**config.mk**
```make
export PLATFORM = sky130hd
export DESIGN_NAME = tsp_top
export DESIGN_NICKNAME = d
export VERILOG_FILES = /design/src/design/tsp_pkg.sv /design/src/design/tsp_clk_div.sv /design/src/design/tsp_top.sv
export VERILOG_INCLUDE_DIRS = /design/src /design/src/design
export SDC_FILE = /design/constraint.sdc
export NUM_CORES = 1
export LEC_CHECK = 0
export ABC_AREA = 0
export BUFFER_PORTS_ARGS = -buffer_cell sky130_fd_sc_hd__buf_2
export CORE_AREA = 2 2 96 98
export CTS_BUF_LIST = sky130_fd_sc_hd__clkbuf_4 sky130_fd_sc_hd__clkbuf_8
export DETAILED_ROUTE_END_ITERATION = 10
export DIE_AREA = 0 0 98 100
export GPL_TIMING_DRIVEN = 0
export PLACE_DENSITY = 0.67
export REMOVE_ABC_BUFFERS = 1
export SLEW_MARGIN = 25
export SYNTH_ARGS = -nofsm -noshare
export SYNTH_HDL_FRONTEND = slang
export SYNTH_HIERARCHICAL = 1
export SYNTH_SLANG_ARGS = --single-unit
```
**constraint.sdc**
```tcl
create_clock -name sys_clk -period 2.03 [get_ports sys_clk]
set_input_delay 0.609 -clock sys_clk [delete_from_list [all_inputs] [get_ports sys_clk]]
set_output_delay 0.609 -clock sys_clk [all_outputs]
set_load 0.02 [all_outputs]
```
**src/design/tsp_regs.svh**
```systemverilog
// register offsets, field positions, reset values and timing figures of the trace serial port
`ifndef TSP_REGS_SVH
`define TSP_REGS_SVH

`define TSP_DATA_OFS      8'h00
`define TSP_CTRL_OFS      8'h04

`define TSP_DATA_RST      8'h00
`define TSP_CTRL_RST      7'h00

`define TSP_CTRL_EN_BIT   0
`define TSP_CTRL_EDGE_BIT 1
`define TSP_CTRL_DIV_LSB  2
`define TSP_CTRL_DIV_MSB  3
`define TSP_CTRL_GAP_LSB  4
`define TSP_CTRL_GAP_MSB  6

`define TSP_SYS_CLK_HZ    100000000
`define TSP_RATE0_HZ      24000000
`define TSP_RATE1_HZ      12000000
`define TSP_RATE2_HZ      6000000

`define TSP_DIV_RESERVED  2'h3
`define TSP_BITS_PER_BYTE 8

`define TSP_RESP_OKAY     2'h0
`define TSP_RESP_SLVERR   2'h2

`endif

```
**src/design/tsp_pkg.sv**
```systemverilog
// types shared by the trace serial port
package tsp_pkg;

	typedef struct packed {
		logic [2:0] gap;
		logic [1:0] divSel;
		logic       edgeFall;
		logic       en;
	} tsp_ctrl_t;

	typedef enum logic [1:0] {
		ST_IDLE,
		ST_SHIFT,
		ST_GAP
	} tsp_state_t;

endpackage : tsp_pkg

```
**src/design/tsp_clk_div.sv**
```systemverilog
// half-period tick generator for the serial output clock
`timescale 1ns/1ps
`include "tsp_regs.svh"

module tsp_clk_div #(
	parameter int SYS_CLK_HZ = `TSP_SYS_CLK_HZ
) (
	input  wire logic       sys_clk,
	input  wire logic       sys_rst,
	input  wire logic       run,
	input  wire logic [1:0] divSel,
	output logic            tick
);
	localparam int H0 = (SYS_CLK_HZ / (2 * `TSP_RATE0_HZ)) < 1 ? 1 : SYS_CLK_HZ / (2 * `TSP_RATE0_HZ);
	localparam int H1 = (SYS_CLK_HZ / (2 * `TSP_RATE1_HZ)) < 1 ? 1 : SYS_CLK_HZ / (2 * `TSP_RATE1_HZ);
	localparam int H2 = (SYS_CLK_HZ / (2 * `TSP_RATE2_HZ)) < 1 ? 1 : SYS_CLK_HZ / (2 * `TSP_RATE2_HZ);

	logic [7:0] cnt_q;
	logic [7:0] cnt_d;
	logic [7:0] limit;
	logic       tick_d;

	always_comb begin
		unique case (divSel)
			2'h0:    limit = 8'(H0 - 1);
			2'h1:    limit = 8'(H1 - 1);
			2'h2:    limit = 8'(H2 - 1);
			default: limit = 8'h00;
		endcase
		cnt_d  = cnt_q;
		tick_d = 1'b0;
		if (!run || divSel == `TSP_DIV_RESERVED) begin
			cnt_d = 8'h00;
		end else if (cnt_q >= limit) begin
			cnt_d  = 8'h00;
			tick_d = 1'b1;
		end else begin
			cnt_d = cnt_q + 8'h01;
		end
	end

	always_ff @(posedge sys_clk) begin
		if (sys_rst) begin
			cnt_q <= 8'h00;
			tick  <= 1'b0;
		end else begin
			cnt_q <= cnt_d;
			tick  <= tick_d;
		end
	end

	AST_RESERVED_NO_TICK: assert property (@(posedge sys_clk) disable iff (sys_rst)
		(divSel == `TSP_DIV_RESERVED) |=> !tick)
		else $error("tick produced under reserved divider code");

endmodule : tsp_clk_div

```
**src/design/tsp_top.sv**
```systemverilog
// trace serial port: register slave on AXI4-Lite and byte serialiser
`timescale 1ns/1ps
`include "tsp_regs.svh"

module tsp_top #(
	parameter int SYS_CLK_HZ = `TSP_SYS_CLK_HZ,
	parameter int AW         = 8
) (
	input  wire logic          sys_clk,
	input  wire logic          sys_rst,
	input  wire logic [AW-1:0] s_axi_awaddr,
	input  wire logic          s_axi_awvalid,
	output logic               s_axi_awready,
	input  wire logic [31:0]   s_axi_wdata,
	input  wire logic [3:0]    s_axi_wstrb,
	input  wire logic          s_axi_wvalid,
	output logic               s_axi_wready,
	output logic [1:0]         s_axi_bresp,
	output logic               s_axi_bvalid,
	input  wire logic          s_axi_bready,
	input  wire logic [AW-1:0] s_axi_araddr,
	input  wire logic          s_axi_arvalid,
	output logic               s_axi_arready,
	output logic [31:0]        s_axi_rdata,
	output logic [1:0]         s_axi_rresp,
	output logic               s_axi_rvalid,
	input  wire logic          s_axi_rready,
	output logic               traceSerialClock,
	output logic               traceSerialOut
);
	localparam logic [AW-1:0] DATA_ADDR = AW'(`TSP_DATA_OFS);
	localparam logic [AW-1:0] CTRL_ADDR = AW'(`TSP_CTRL_OFS);

	// bus group
	logic               awHeld_q, awHeld_d, wHeld_q, wHeld_d;
	logic [AW-1:0]      awAddr_q, awAddr_d;
	logic [7:0]         wData_q, wData_d;
	logic               wStrb0_q, wStrb0_d;
	logic               awReady_d, wReady_d, bValid_d, arReady_d, rValid_d;
	logic [1:0]         bResp_d, rResp_d;
	logic [31:0]        rData_d;
	logic [7:0]         data_q, data_d;
	tsp_pkg::tsp_ctrl_t ctrl_q, ctrl_d;
	logic               wrIsData, wrIsCtrl, commit, loadStart, busy;
	logic [AW-1:0]      wordAddr;
	logic [AW-1:0]      rdWord;

	// engine group
	tsp_pkg::tsp_state_t state_q, state_d;
	logic [7:0]          shift_q, shift_d;
	logic [4:0]          halfCnt_q, halfCnt_d;
	logic [3:0]          gapCnt_q, gapCnt_d;
	logic [2:0]          gapLat_q, gapLat_d;
	logic                edgeLat_q, edgeLat_d;
	logic                clk_d, dat_d;
	logic [4:0]          lastHalf;
	logic                tick;

	assign busy      = state_q != tsp_pkg::ST_IDLE;
	assign wordAddr  = {awAddr_q[AW-1:2], 2'b00};
	assign wrIsData  = wordAddr == DATA_ADDR;
	assign wrIsCtrl  = wordAddr == CTRL_ADDR;
	assign commit    = awHeld_q && wHeld_q && !s_axi_bvalid && !(wrIsData && busy);
	assign loadStart = commit && wrIsData && wStrb0_q && ctrl_q.en
		&& ctrl_q.divSel != `TSP_DIV_RESERVED;
	assign rdWord    = {s_axi_araddr[AW-1:2], 2'b00};

	always_comb begin
		awHeld_d  = awHeld_q;
		wHeld_d   = wHeld_q;
		awAddr_d  = awAddr_q;
		wData_d   = wData_q;
		wStrb0_d  = wStrb0_q;
		bValid_d  = s_axi_bvalid;
		bResp_d   = s_axi_bresp;
		arReady_d = s_axi_arready;
		rValid_d  = s_axi_rvalid;
		rData_d   = s_axi_rdata;
		rResp_d   = s_axi_rresp;
		data_d    = data_q;
		ctrl_d    = ctrl_q;
		if (s_axi_awvalid && s_axi_awready) begin
			awHeld_d = 1'b1;
			awAddr_d = s_axi_awaddr;
		end
		if (s_axi_wvalid && s_axi_wready) begin
			wHeld_d  = 1'b1;
			wData_d  = s_axi_wdata[7:0];
			wStrb0_d = s_axi_wstrb[0];
		end
		if (s_axi_bvalid && s_axi_bready) begin
			bValid_d = 1'b0;
		end
		if (commit) begin
			awHeld_d = 1'b0;
			wHeld_d  = 1'b0;
			bValid_d = 1'b1;
			bResp_d  = (wrIsData || wrIsCtrl) ? `TSP_RESP_OKAY : `TSP_RESP_SLVERR;
			if (wrIsData && wStrb0_q) begin
				data_d = wData_q;
			end
			if (wrIsCtrl && wStrb0_q) begin
				ctrl_d = tsp_pkg::tsp_ctrl_t'(wData_q[`TSP_CTRL_GAP_MSB:`TSP_CTRL_EN_BIT]);
			end
		end
		awReady_d = !awHeld_d;
		wReady_d  = !wHeld_d;
		if (s_axi_rvalid && s_axi_rready) begin
			rValid_d  = 1'b0;
			arReady_d = 1'b1;
		end
		if (s_axi_arvalid && s_axi_arready) begin
			arReady_d = 1'b0;
			rValid_d  = 1'b1;
			rResp_d   = `TSP_RESP_OKAY;
			if (rdWord == DATA_ADDR) begin
				rData_d = {24'h000000, data_q};
			end else if (rdWord == CTRL_ADDR) begin
				rData_d = {25'h0, ctrl_q};
			end else begin
				rData_d = 32'h00000000;
				rResp_d = `TSP_RESP_SLVERR;
			end
		end
	end

	always_ff @(posedge sys_clk) begin
		if (sys_rst) begin
			awHeld_q      <= 1'b0;
			wHeld_q       <= 1'b0;
			awAddr_q      <= '0;
			wData_q       <= 8'h00;
			wStrb0_q      <= 1'b0;
			s_axi_awready <= 1'b1;
			s_axi_wready  <= 1'b1;
			s_axi_bvalid  <= 1'b0;
			s_axi_bresp   <= `TSP_RESP_OKAY;
			s_axi_arready <= 1'b1;
			s_axi_rvalid  <= 1'b0;
			s_axi_rdata   <= 32'h00000000;
			s_axi_rresp   <= `TSP_RESP_OKAY;
			data_q        <= `TSP_DATA_RST;
			ctrl_q        <= `TSP_CTRL_RST;
		end else begin
			awHeld_q      <= awHeld_d;
			wHeld_q       <= wHeld_d;
			awAddr_q      <= awAddr_d;
			wData_q       <= wData_d;
			wStrb0_q      <= wStrb0_d;
			s_axi_awready <= awReady_d;
			s_axi_wready  <= wReady_d;
			s_axi_bvalid  <= bValid_d;
			s_axi_bresp   <= bResp_d;
			s_axi_arready <= arReady_d;
			s_axi_rvalid  <= rValid_d;
			s_axi_rdata   <= rData_d;
			s_axi_rresp   <= rResp_d;
			data_q        <= data_d;
			ctrl_q        <= ctrl_d;
		end
	end

	tsp_clk_div #(
		.SYS_CLK_HZ(SYS_CLK_HZ)
	) uDiv (
		.sys_clk(sys_clk),
		.sys_rst(sys_rst),
		.run    (busy),
		.divSel (ctrl_q.divSel),
		.tick   (tick)
	);

	// rising-edge shifting needs one extra low half so the last bit sees a falling edge
	assign lastHalf = edgeLat_q ? 5'd15 : 5'd16;

	always_comb begin
		state_d   = state_q;
		shift_d   = shift_q;
		halfCnt_d = halfCnt_q;
		gapCnt_d  = gapCnt_q;
		gapLat_d  = gapLat_q;
		edgeLat_d = edgeLat_q;
		clk_d     = traceSerialClock;
		dat_d     = traceSerialOut;
		unique case (state_q)
			tsp_pkg::ST_IDLE: begin
				clk_d = 1'b1;
				dat_d = 1'b1;
				if (loadStart) begin
					state_d   = tsp_pkg::ST_SHIFT;
					shift_d   = wData_q;
					halfCnt_d = 5'd0;
					gapLat_d  = ctrl_q.gap;
					edgeLat_d = ctrl_q.edgeFall;
				end
			end
			tsp_pkg::ST_SHIFT: begin
				if (tick) begin
					if (!halfCnt_q[0]) begin
						clk_d = 1'b0;
						if (edgeLat_q) begin
							dat_d = shift_q[halfCnt_q[3:1]];
						end
					end else begin
						clk_d = 1'b1;
						if (!edgeLat_q) begin
							dat_d = shift_q[halfCnt_q[3:1]];
						end
					end
					if (halfCnt_q == lastHalf) begin
						state_d  = tsp_pkg::ST_GAP;
						gapCnt_d = 4'd0;
					end else begin
						halfCnt_d = halfCnt_q + 5'd1;
					end
				end
			end
			tsp_pkg::ST_GAP: begin
				if (tick) begin
					clk_d = 1'b1;
					dat_d = 1'b1;
					if (gapCnt_q == {gapLat_q, 1'b1}) begin
						state_d = tsp_pkg::ST_IDLE;
					end else begin
						gapCnt_d = gapCnt_q + 4'd1;
					end
				end
			end
			default: begin
				state_d = tsp_pkg::ST_IDLE;
			end
		endcase
		if (!ctrl_q.en) begin
			state_d = tsp_pkg::ST_IDLE;
			clk_d   = 1'b1;
			dat_d   = 1'b1;
		end
	end

	always_ff @(posedge sys_clk) begin
		if (sys_rst) begin
			state_q          <= tsp_pkg::ST_IDLE;
			shift_q          <= 8'h00;
			halfCnt_q        <= 5'd0;
			gapCnt_q         <= 4'd0;
			gapLat_q         <= 3'd0;
			edgeLat_q        <= 1'b0;
			traceSerialClock <= 1'b1;
			traceSerialOut   <= 1'b1;
		end else begin
			state_q          <= state_d;
			shift_q          <= shift_d;
			halfCnt_q        <= halfCnt_d;
			gapCnt_q         <= gapCnt_d;
			gapLat_q         <= gapLat_d;
			edgeLat_q        <= edgeLat_d;
			traceSerialClock <= clk_d;
			traceSerialOut   <= dat_d;
		end
	end

	AST_IDLE_HIGH: assert property (@(posedge sys_clk) disable iff (sys_rst)
		(state_q == tsp_pkg::ST_IDLE) |-> (traceSerialClock && traceSerialOut))
		else $error("outputs not high while idle");
	AST_WRITE_STALL: assert property (@(posedge sys_clk) disable iff (sys_rst)
		(busy && awHeld_q && wHeld_q && wrIsData && !s_axi_bvalid) |=> !s_axi_bvalid)
		else $error("data write answered during a transfer");
	AST_LOAD: assert property (@(posedge sys_clk) disable iff (sys_rst)
		loadStart |=> (state_q == tsp_pkg::ST_SHIFT && shift_q == $past(wData_q) && halfCnt_q == 5'd0))
		else $error("data write did not load the shifter");
	AST_DISABLED_CLK: assert property (@(posedge sys_clk) disable iff (sys_rst)
		!ctrl_q.en |=> (traceSerialClock && state_q == tsp_pkg::ST_IDLE))
		else $error("clock runs while disabled");
	AST_FALL_SHIFT: assert property (@(posedge sys_clk) disable iff (sys_rst)
		(state_q == tsp_pkg::ST_SHIFT && edgeLat_q && $changed(traceSerialOut)) |-> $fell(traceSerialClock))
		else $error("data moved off the falling edge");
	AST_RISE_SHIFT: assert property (@(posedge sys_clk) disable iff (sys_rst)
		(state_q == tsp_pkg::ST_SHIFT && !edgeLat_q && $changed(traceSerialOut)) |-> $rose(traceSerialClock))
		else $error("data moved off the rising edge");
	AST_GAP_LEN: assert property (@(posedge sys_clk) disable iff (sys_rst)
		(state_q == tsp_pkg::ST_GAP ##1 state_q == tsp_pkg::ST_IDLE && ctrl_q.en && $past(ctrl_q.en))
		|-> $past(gapCnt_q) == {gapLat_q, 1'b1})
		else $error("inter-byte gap has wrong length");
	AST_BYTE_DONE: assert property (@(posedge sys_clk) disable iff (sys_rst)
		(state_q == tsp_pkg::ST_SHIFT && tick && halfCnt_q == lastHalf && ctrl_q.en)
		|=> state_q == tsp_pkg::ST_GAP)
		else $error("shifter did not finish after the last half period");

endmodule : tsp_top

```
==> results of run 1 <==
[flip-flops by register name, indices dropped and copies added, names as in the netlist, 2 cells and up]
name         count
state_q          2
shift_q          8
wData_q          8
s_axi_rdata      8
data_q           8
ctrl_q           7
gapCnt_q         4
awAddr_q         6
gapLat_q         3
uDiv/cnt_q       8
halfCnt_q        5
[cell type report]
type,count,share of cell area
Sequential cell,81,0.395
Clock inverter,6,0.0122
Tap cell,111,0.0338
Clock buffer,10,0.0335
Timing Repair Buffer,47,0.0597
Multi-Input combinational cell,311,0.456
Inverter,11,0.0100
[through the flow]
step | hold slack [ps] | TNS [ps] | cell area (sq um) | power, uW
final | 454 | 0 | 4110 | 2980
after global routing | 472 | -21.4 | 4110 | 3100
after CTS | 455 | 0 | 4080 | 3000
after detailed placement | 443 | -4310 | 3870 | 1900
after global placement | 435 | -3150 | 3870 | 1900
after floorplan | 423 | 0 | 3510 | 1820
[how the worst min path moves through the flow]
stage                                 startpoint                       to  slack [ps]  depth (start not counted)
after floorplan           data_q[0]$_SDFFE_PP0P_   data_q[0]$_SDFFE_PP0P_         420                          2
after global placement    data_q[4]$_SDFFE_PP0P_   data_q[4]$_SDFFE_PP0P_         440                          2
after detailed placement  data_q[3]$_SDFFE_PP0P_   data_q[3]$_SDFFE_PP0P_         440                          2
after CTS                 data_q[3]$_SDFFE_PP0P_   data_q[3]$_SDFFE_PP0P_         450                          2
after global routing              s_axi_wdata[2]  wData_q[2]$_SDFFE_PP0P_         470                          3
final                     data_q[3]$_SDFFE_PP0P_   data_q[3]$_SDFFE_PP0P_         450                          2
[layer usage]
layer  vias to the layer above  GRT usage
met5                         -          0
met2                        73      0.270
met3                        13     0.0320
li1                       1508          -
met4                         0     0.0726
met1                      1384      0.203
[Yosys cell counts, drive strengths merged, types with 2 or more instances]
master | instances | share of area
dfxtp | 81 | 0.44
nand2 | 63 | 0.065
a21oi | 49 | 0.066
buf | 30 | 0.060
nor2 | 22 | 0.022
o21ai | 20 | 0.027
clkbuf | 19 | 0.019
nand3 | 14 | 0.019
ha | 11 | 0.037
inv | 11 | 0.011
mux2i | 9 | 0.024
a22oi | 8 | 0.016
mux2 | 7 | 0.021
nand2b | 6 | 0.010
nor3 | 6 | 0.0095
or4 | 6 | 0.012
a21o | 4 | 0.0081
and2 | 4 | 0.0068
nand4 | 4 | 0.0068
nor2b | 4 | 0.0068
nor4 | 4 | 0.010
o31ai | 4 | 0.0081
xnor2 | 4 | 0.0095
nand4b | 3 | 0.0071
o21a | 3 | 0.0061
a41oi | 2 | 0.0047
and4b | 2 | 0.0054
conb | 2 | 0.0020
mux4 | 2 | 0.014
o32ai | 2 | 0.0047
[logic make-up (layout without fill, tap and decap cells)]
kind of cell,count (synthesis),in the layout,synth area share
compound gates,100,100,0.162
xor+xnor,4,4,0.00948
other cells,2,30,0.00203
buf+inv,60,74,0.0904
mux,18,18,0.0599
flops,81,81,0.439
simple gates,147,148,0.200
fa+ha+maj,11,11,0.0372
[layout by cell type (no fill, tap or decap), types with 2 or more instances in the layout]
cell type   netlist  final
dfxtp_1          81     79
nand2_1          62     62
a21oi_1          49     49
buf_2             3     43
conb_1            2     30
nor2_1           22     22
o21ai_0          19     19
nand3_1          14     14
inv_1            11     11
ha_1             11     11
clkbuf_8          0     10
mux2i_1           9      9
a22oi_1           8      8
mux2_2            7      7
nand2b_1          6      6
or4_1             6      6
nor3_1            5      5
and2_1            4      4
xnor2_1           4      4
nand4_1           4      4
nor2b_1           4      4
nand4b_1          3      4
o31ai_1           4      4
a21o_1            4      4
buf_4            26      4
nor4_2            2      3
o21a_1            3      3
a41oi_1           2      2
o32ai_1           2      2
mux4_1            2      2
clkinv_4          0      2
clkinvlp_4        0      2
inv_6             0      2
dfxtp_2           0      2
[power breakdown]
group	leakage (uW)	switching [uW]	internal [uW]	total, uW
Clock	0.0000895	619	490	1110
Sequential	0.000659	31.7	1630	1660
Combinational	0.000864	147	65.7	213
[worst max-delay path, delay by kind of cell (launching register included)]
family	cells	cell delay (ps)
AO/OA/AOI/OAI	2	480
adder cells (fa/ha/maj)	1	320
multiplexers	1	140
flip-flops	1	390
buffers and inverters	1	80
AND/OR/NAND/NOR	1	430
[timing repair]
item,in CTS,in global routing
hold endpoints to repair,0,0
pin swaps,2,3
setup buffers,0,3
endpoints found under the setup margin,30,22
gates cloned,1,0
gates resized for setup,3,5
==> flow_summary_export.csv, run 1 <==
group,metric,value,unit
layout,fin_cells,577,
synthesis,ys_seq_area_frac,0.439,
worst_setup_path,worstSetupEndpointType,"register",
placed_design,dp_worst_setup_slack,-263,ps
die,die_area,9800,sq um
sta,slew_viol_final,0,
layout,final_nets,531,
synthesis,synth-edff-count,0,
drt,first_iter_violations,125,
drt,drcViolationCount,0,
clock_network,tritoncts,"built",
sta,finalCriticalPeriod,1940,ps
synthesis,ys_warn_count,6,
worst_setup_path,arrival,2170,ps
global_route,grt.overflow.total,0,
drt,highest_layer,"met4",
drt,wl_met2,3.71,mm
worst_setup_path,critical_path_class,"reg -> reg",
sta,fin_worst_skew,11.6,ps
outcome,status,"completed",
worst_setup_path,crit_chain,"inv_1 > ha_1 > nor4bb_1 > a22o_2 > o22ai_1 > mux2i_1",
clock_network,htreeDepth,3,
placed_design,io_buffers,44,
synthesis,postSynthAreaPerCell,8.74,sq um
drt,drt-pass1-iter-count,5,
sta,max_freq,515,MHz
layout,multiInputGateArea,1870,sq um
layout,insertedDiodeCount,0,
synthesis,syn_area,3700,sq um
drt,vias,2978,
sta,slew_headroom,0.567,
layout,n_fill_cell,877,
drt,met3_wirelength,335,um
global_route,grt_pass1_vias,2825,
synthesis,synthFlopType,"dfxtp_1",
die,initial_core_util,0.416,
pwr,ir_drop,0.452,mV
sta,post-route-period-util,0.956,
drt,wirelength_met1,3.37,mm
flow_run,drv_cap,0,
placed_design,place_congestion,0.842,
pwr,power_density,725,nW/um^2
worst_setup_path,r2r_slack,90,ps
die,die_w,98,um
drt,wire_per_inst,13.1,um
worst_setup_path,cp-startpoint,"halfCnt_q[0]$_SDFFE_PP0P_",
worst_hold_path,hold_class,"reg -> reg",
layout,final_util,0.462,
worst_setup_path,cp-endpoint,"halfCnt_q[1]$_SDFFE_PP0P_",
layout,area_delta_synth_final,11.2,%
placed_design,placed_cells,557,
clock_network,cts_buffer_depth,2,
synthesis,synth_seq_cells,81,
synthesis,yosys.cell_types.count,53,
synthesis,postSynth.asyncResetShare,0,
drt,drtAntennaViolNets,0,
sta,setup_violations,0,
worst_setup_path,worst_path_largest_cell_delay,430,ps
die,design.core.area,8890,sq um
placed_design,hpwl,5.17,mm
pwr,p_leak,0.00161,uW
sta,fin_ws,89.5,ps
clock_network,cts_root_buf,"clkbuf_8",
clock_network,postCtsHoldBufs,0,
clock_network,clock_sinks,81,
clock_network,worstSkewPairLatency,350,ps
sta,tightestPinTransition,649,ps
sta,rsz0062_at_grt,"true",
worst_setup_path,required,2260,ps
worst_setup_path,reg2reg_from,"halfCnt_q[0]$_SDFFE_PP0P_",
global_route,grt_max_degree,68,
drt,vias_per_cell,5.16,
die,design.portCount,102,
layout,regArea,1620,sq um
layout,drive_gt1_frac,0.176,
worst_setup_path,ff2ff_path_depth,6,
clock_network,numCtsBuffers,9,
worst_setup_path,worstSetupStartpointType,"register",
global_route,antenna_found_initial,0,
synthesis,synthCells,423,
clock_network,cts.clk_slew.worst_paths,80,ps
sta,hold_violations,0,
worst_setup_path,slowest_stage,"nor4bb_1",
global_route,grt_pass1_wl,13.0,mm
global_route,grt_usage,0.162,
die,rows,35,
die,die_h,100,um
drt,wl,7.57,mm
worst_setup_path,cp_max_fo,11,
worst_setup_path,worstReg2RegEnd,"halfCnt_q[1]$_SDFFE_PP0P_",
Note: power is estimated with default switching activity, not from simulation.
==> run 2: changes to the inputs <==
Settings changed: GPL_TIMING_DRIVEN 0 to 1.
==> run 2 against run 1 <==
- clock power grew 28%
- fmax increased by 5.7%
- critical path type unchanged
- non-clock buffer count up 10
- critical endpoint is now halfCnt_q[4]$_SDFFE_PP0P_
==> flow_summary_export.csv, run 2 (same netlist as run 1, synthesis figures left out) <==
group,metric,value,unit
global_route,grt.overflow.total,0,
clock_network,cts_resized,0,
die,die_h,100,um
sta,rsz0062_at_grt,"false",
pwr,pwr-share-clk,0.431,
clock_network,cts.clk_slew.worst_paths,80,ps
drt,drcViolationCount,0,
pwr,pwr-share-seq,0.503,
sta,fin_worst_skew,11.7,ps
die,rows,35,
clock_network,numCtsBuffers,9,
worst_hold_path,holdPathStages,2,
clock_network,cts_root_buf,"clkbuf_8",
sta,setup_violations,0,
drt,drt-pass1-iter-count,5,
drt,vias_per_cell,5.09,
pwr,power.total,3290,uW
clock_network,htreeDepth,3,
flow_run,drv_cap,0,
worst_setup_path,worstSetupEndpointType,"register",
layout,drive_gt1_frac,0.185,
layout,final_nets,540,
sta,tightestPinTransition,521,ps
layout,area_delta_synth_final,14.0,%
worst_setup_path,cp-startpoint,"halfCnt_q[0]$_SDFFE_PP0P_",
global_route,grt_pass1_vias,2791,
drt,wl,7.55,mm
worst_setup_path,ff2ff_path_depth,6,
clock_network,postCtsHoldBufs,0,
die,design.portCount,102,
layout,n_fill_cell,875,
worst_hold_path,hold_class,"reg -> reg",
die,die_area,9800,sq um
sta,final.setup.tns,0,ps
worst_setup_path,critical_path_class,"reg -> reg",
worst_setup_path,arrival,2110,ps
sta,slew_headroom,0.650,
drt,vias,2983,
die,design.core.area,8890,sq um
pwr,ir_drop,0.469,mV
clock_network,cts_buffer_depth,2,
global_route,grt_max_degree,27,
clock_network,worstSkewPairLatency,350,ps
die,die_w,98,um
worst_setup_path,required,2310,ps
global_route,grt_pass1_wl,12.9,mm
pwr,power.internal,2520,uW
layout,multiInputGateArea,1850,sq um
placed_design,hpwl,5.52,mm
layout,final_common_cell,"dfxtp_1",
sta,post-route-period-util,0.905,
layout,insertedDiodeCount,0,
placed_design,io_buffers,44,
clock_network,tritoncts,"built",
sta,finalCriticalPeriod,1840,ps
die,initial_core_util,0.416,
layout,layout_common_cells,"dfxtp_1 (81), nand2_1 (62), a21oi_1 (49)",
worst_setup_path,worstReg2RegEnd,"halfCnt_q[4]$_SDFFE_PP0P_",
sta,slew_viol_final,0,
worst_setup_path,r2r_slack,190,ps
sta,hold_violations,0,
pwr,power_density,781,nW/um^2
sta,max_freq,545,MHz
placed_design,place_congestion,0.801,
worst_setup_path,reg2reg_from,"halfCnt_q[0]$_SDFFE_PP0P_",
global_route,grt_usage,0.160,
pwr,swShare,0.236,
pwr,comb_power_share,0.066,
drt,drtAntennaViolNets,0,
layout,regArea,1620,sq um
drt,wire_per_inst,12.9,um
worst_setup_path,cp-endpoint,"halfCnt_q[4]$_SDFFE_PP0P_",
clock_network,cts_setup_buffers,0,
worst_setup_path,cp_max_fo,11,
placed_design,placed_cell_area,3970,sq um
pwr,power.switching,776,uW
worst_setup_path,worstSetupStartpointType,"register",
outcome,status,"completed",
pwr,p_leak,0.00170,uW
drt,first_iter_violations,121,
clock_network,clock_sinks,81,
global_route,antenna_found_initial,0,
layout,final_area,4210,sq um
==> run 2: power groups by stage <==
stage	clock [uW]	sequential [uW]	combinational [uW]
final	1420	1660	217
after global routing	1520	1660	240
after CTS	1450	1660	217
after detailed placement	0	1690	217
after global placement	0	1690	212
after floorplan	0	1700	118
==> run 2: critical path, stage by stage, from the launching register on <==
cell and delay, ps:
dfxtp_1 330, inv_1 60, ha_1 310, nor4b_2 60
a22o_2 350, or4_1 510, a21oi_1 150
==> run 2: stage by stage <==
step,util,hold WS [ps],worst slack [ps],instances
finish,0.474,452,194,586
global route,0.474,461,60.4,586
CTS,0.473,455,163,586
detailed placement,0.446,444,155,570
global placement,0.446,436,216,570
floorplan,-,423,214,402
==> run 2: worst min-delay path by stage <==
stage / startpoint / end / slack, ps
finish: data_q[4]$_SDFFE_PP0P_ / data_q[4]$_SDFFE_PP0P_ / 450
global route: s_axi_wdata[7] / wData_q[7]$_SDFFE_PP0P_ / 460
CTS: data_q[4]$_SDFFE_PP0P_ / data_q[4]$_SDFFE_PP0P_ / 460
detailed placement: data_q[4]$_SDFFE_PP0P_ / data_q[4]$_SDFFE_PP0P_ / 440
global placement: data_q[4]$_SDFFE_PP0P_ / data_q[4]$_SDFFE_PP0P_ / 440
floorplan: data_q[0]$_SDFFE_PP0P_ / data_q[0]$_SDFFE_PP0P_ / 420
==> run 2: layer usage <==
layer | vias up | GRT usage | routed length (um) | share of wire
li1 | 1526 | - | - | -
met1 | 1388 | 0.203 | 3600 | 0.48
met2 | 63 | 0.267 | 3630 | 0.48
met3 | 6 | 0.0383 | 251 | 0.033
met4 | 0 | 0.0609 | 73 | 0.0097
met5 | - | 0 | 0 | 0
==> run 2: cell type report <==
cell class	count	area share
multi-input cells	310	0.440
flip-flops and latches	81	0.385
repair buffers	57	0.0754
well taps	111	0.0330
clock buffers	9	0.0294
clock inverters	7	0.0279
inverters	11	0.00980
==> run 3: changes to the inputs <==
Settings changed: SETUP_SLACK_MARGIN set to 0.4.
==> run 3 against run 2 <==
- clock skew decreased by 0.54 ps
- total power up 0.54%
- sequential share of layout area fell by 1.1 points
- count of clock-buffer cells in the layout unchanged
- clock power hardly changed
- register-to-register slack improved by 150 ps
- worst hold slack hardly changed
- routed wire length up 4.4%
- worst setup slack improved by 150 ps
- die area unchanged
- via count grew 2.3%
- critical path type unchanged
- largest cell class unchanged
==> flow_summary_export.csv, run 3 (same netlist as run 1, synthesis figures left out) <==
group,metric,value,unit
outcome,status,"completed",
pwr,power.internal,2520,uW
layout,multiInputGateArea,1980,sq um
global_route,antenna_found_initial,0,
sta,post-route-period-util,0.829,
drt,wl,7.88,mm
global_route,grt_pass1_wl,13.3,mm
sta,max_freq,594,MHz
worst_setup_path,arrival,1970,ps
clock_network,clock_sinks,81,
pwr,power.switching,788,uW
sta,setup_violations,0,
clock_network,worstSkewPairLatency,360,ps
die,die_h,100,um
pwr,pwr-share-seq,0.502,
die,rows,35,
sta,hold_violations,0,
placed_design,place_congestion,0.801,
layout,regArea,1630,sq um
worst_setup_path,worstSetupStartpointType,"register",
drt,drt-pass1-iter-count,5,
placed_design,placed_cell_area,3970,sq um
placed_design,hpwl,5.52,mm
layout,n_fill_cell,851,
flow_run,drv_cap,0,
global_route,grt_usage,0.165,
clock_network,cts.clk_slew.worst_paths,90,ps
worst_setup_path,crit_chain,"inv_2 > ha_4 > nor4b_4 > a22o_2 > or4_1 > a21oi_1",
drt,vias_per_cell,5.18,
layout,final_area,4370,sq um
worst_setup_path,slowest_stage,"or4_1",
clock_network,cts_root_buf,"clkbuf_8",
die,die_w,98,um
pwr,comb_power_share,0.068,
sta,final.setup.tns,0,ps
pwr,power_density,757,nW/um^2
drt,wire_per_inst,13.4,um
sta,tightestPinTransition,531,ps
die,initial_core_util,0.416,
clock_network,cts_buffer_depth,2,
layout,area_delta_synth_final,18.2,%
layout,drive_gt1_frac,0.234,
layout,insertedDiodeCount,0,
layout,final_common_cell,"dfxtp_1",
die,die_area,9800,sq um
clock_network,htreeDepth,3,
global_route,grt.overflow.total,0,
sta,finalCriticalPeriod,1680,ps
layout,final_nets,543,
pwr,swShare,0.238,
pwr,ir_drop,0.465,mV
placed_design,io_buffers,44,
worst_hold_path,hold_class,"reg -> reg",
drt,vias,3052,
worst_setup_path,required,2320,ps
pwr,pwr-share-clk,0.430,
pwr,power.total,3310,uW
drt,drtAntennaViolNets,0,
global_route,grt_max_degree,27,
layout,layout_common_cells,"dfxtp_1 (74), nand2_1 (62), a21oi_1 (48)",
sta,slew_headroom,0.646,
global_route,grt_pass1_vias,2874,
die,design.core.area,8890,sq um
worst_setup_path,worstSetupEndpointType,"register",
pwr,p_leak,0.00173,uW
worst_setup_path,cp_max_fo,5,
sta,slew_viol_final,0,
clock_network,numCtsBuffers,9,
sta,fin_worst_skew,11.2,ps
clock_network,postCtsHoldBufs,0,
sta,rsz0062_at_grt,"true",
drt,drcViolationCount,0,
worst_setup_path,critical_path_class,"reg -> reg",
clock_network,tritoncts,"built",
worst_setup_path,worst_path_largest_cell_delay,480,ps
drt,first_iter_violations,104,
die,design.portCount,102,
## run 3: cell count changes in the layout (fill, tap and decap cells not counted), sizes merged
cell,before,now
a22o,1,2
buf,57,59
## run 3: cell type report
type | count | area share
clock buffer | 9 | 0.0283
clock inverter | 7 | 0.0269
inverter | 11 | 0.00945
multi-input combinational | 311 | 0.452
sequential | 81 | 0.374
tap | 111 | 0.0318
timing repair buffer | 59 | 0.0779
## run 3: power by group through the flow
| stage | combinational (uW) | clock (uW) | sequential (uW) |
|---|---|---|---|
| after detailed placement | 217 | 0 | 1690 |
| after global placement | 212 | 0 | 1690 |
| after CTS | 219 | 1450 | 1660 |
| after floorplan | 118 | 0 | 1700 |
| final | 226 | 1420 | 1660 |
| after global routing | 249 | 1520 | 1670 |
## run 3: worst paths after layout
check / from / endpoint / slack [ps] / cells past startpoint
worst min-delay path: data_q[4]$_SDFFE_PP0P_ / data_q[4]$_SDFFE_PP0P_ / 450 / 2
worst max-delay path: halfCnt_q[0]$_SDFFE_PP0P_ / halfCnt_q[2]$_SDFFE_PP0P_ / 350 / 6
worst max register to register: halfCnt_q[0]$_SDFFE_PP0P_ / halfCnt_q[2]$_SDFFE_PP0P_ / 350 / 6
worst min register to register: data_q[4]$_SDFFE_PP0P_ / data_q[4]$_SDFFE_PP0P_ / 450 / 2
## run 3: per-stage QoR
step / hold slack [ps] / setup WS, ps / utilization / instances
3_5_place_dp: 444 / 155 / 0.446 / 570
5_1_grt: 461 / 296 / 0.492 / 589
2_1_floorplan: 423 / 214 / - / 402
4_1_cts: 455 / 356 / 0.481 / 588
6_report: 452 / 346 / 0.492 / 589
3_3_place_gp: 436 / 216 / 0.446 / 570
## run 3: timing repair
item,in CTS,in global routing
endpoints found under the setup margin,29,31
gates resized for setup,15,19
pin swaps,8,5
setup buffers,1,1
cloned,1,0
## run 3: worst max-delay path, delay by kind of cell (launching register included)
kind                     cells  cell delay [ps]
AO/OA/AOI/OAI                2              410
adder cells (fa/ha/maj)      1              290
buffers and inverters        1               50
flip-flops                   1              340
AND/OR/NAND/NOR              2              530
## run 3: per-layer routing
metal / vias up / wire length, um / share of wire / global-route usage
met3: 8 / 292 / 0.037 / 0.0383
met4: 0 / 102 / 0.013 / 0.0609
met5: - / 0 / 0 / 0
met2: 66 / 3810 / 0.48 / 0.280
met1: 1439 / 3680 / 0.47 / 0.205
li1: 1539 / - / - / -
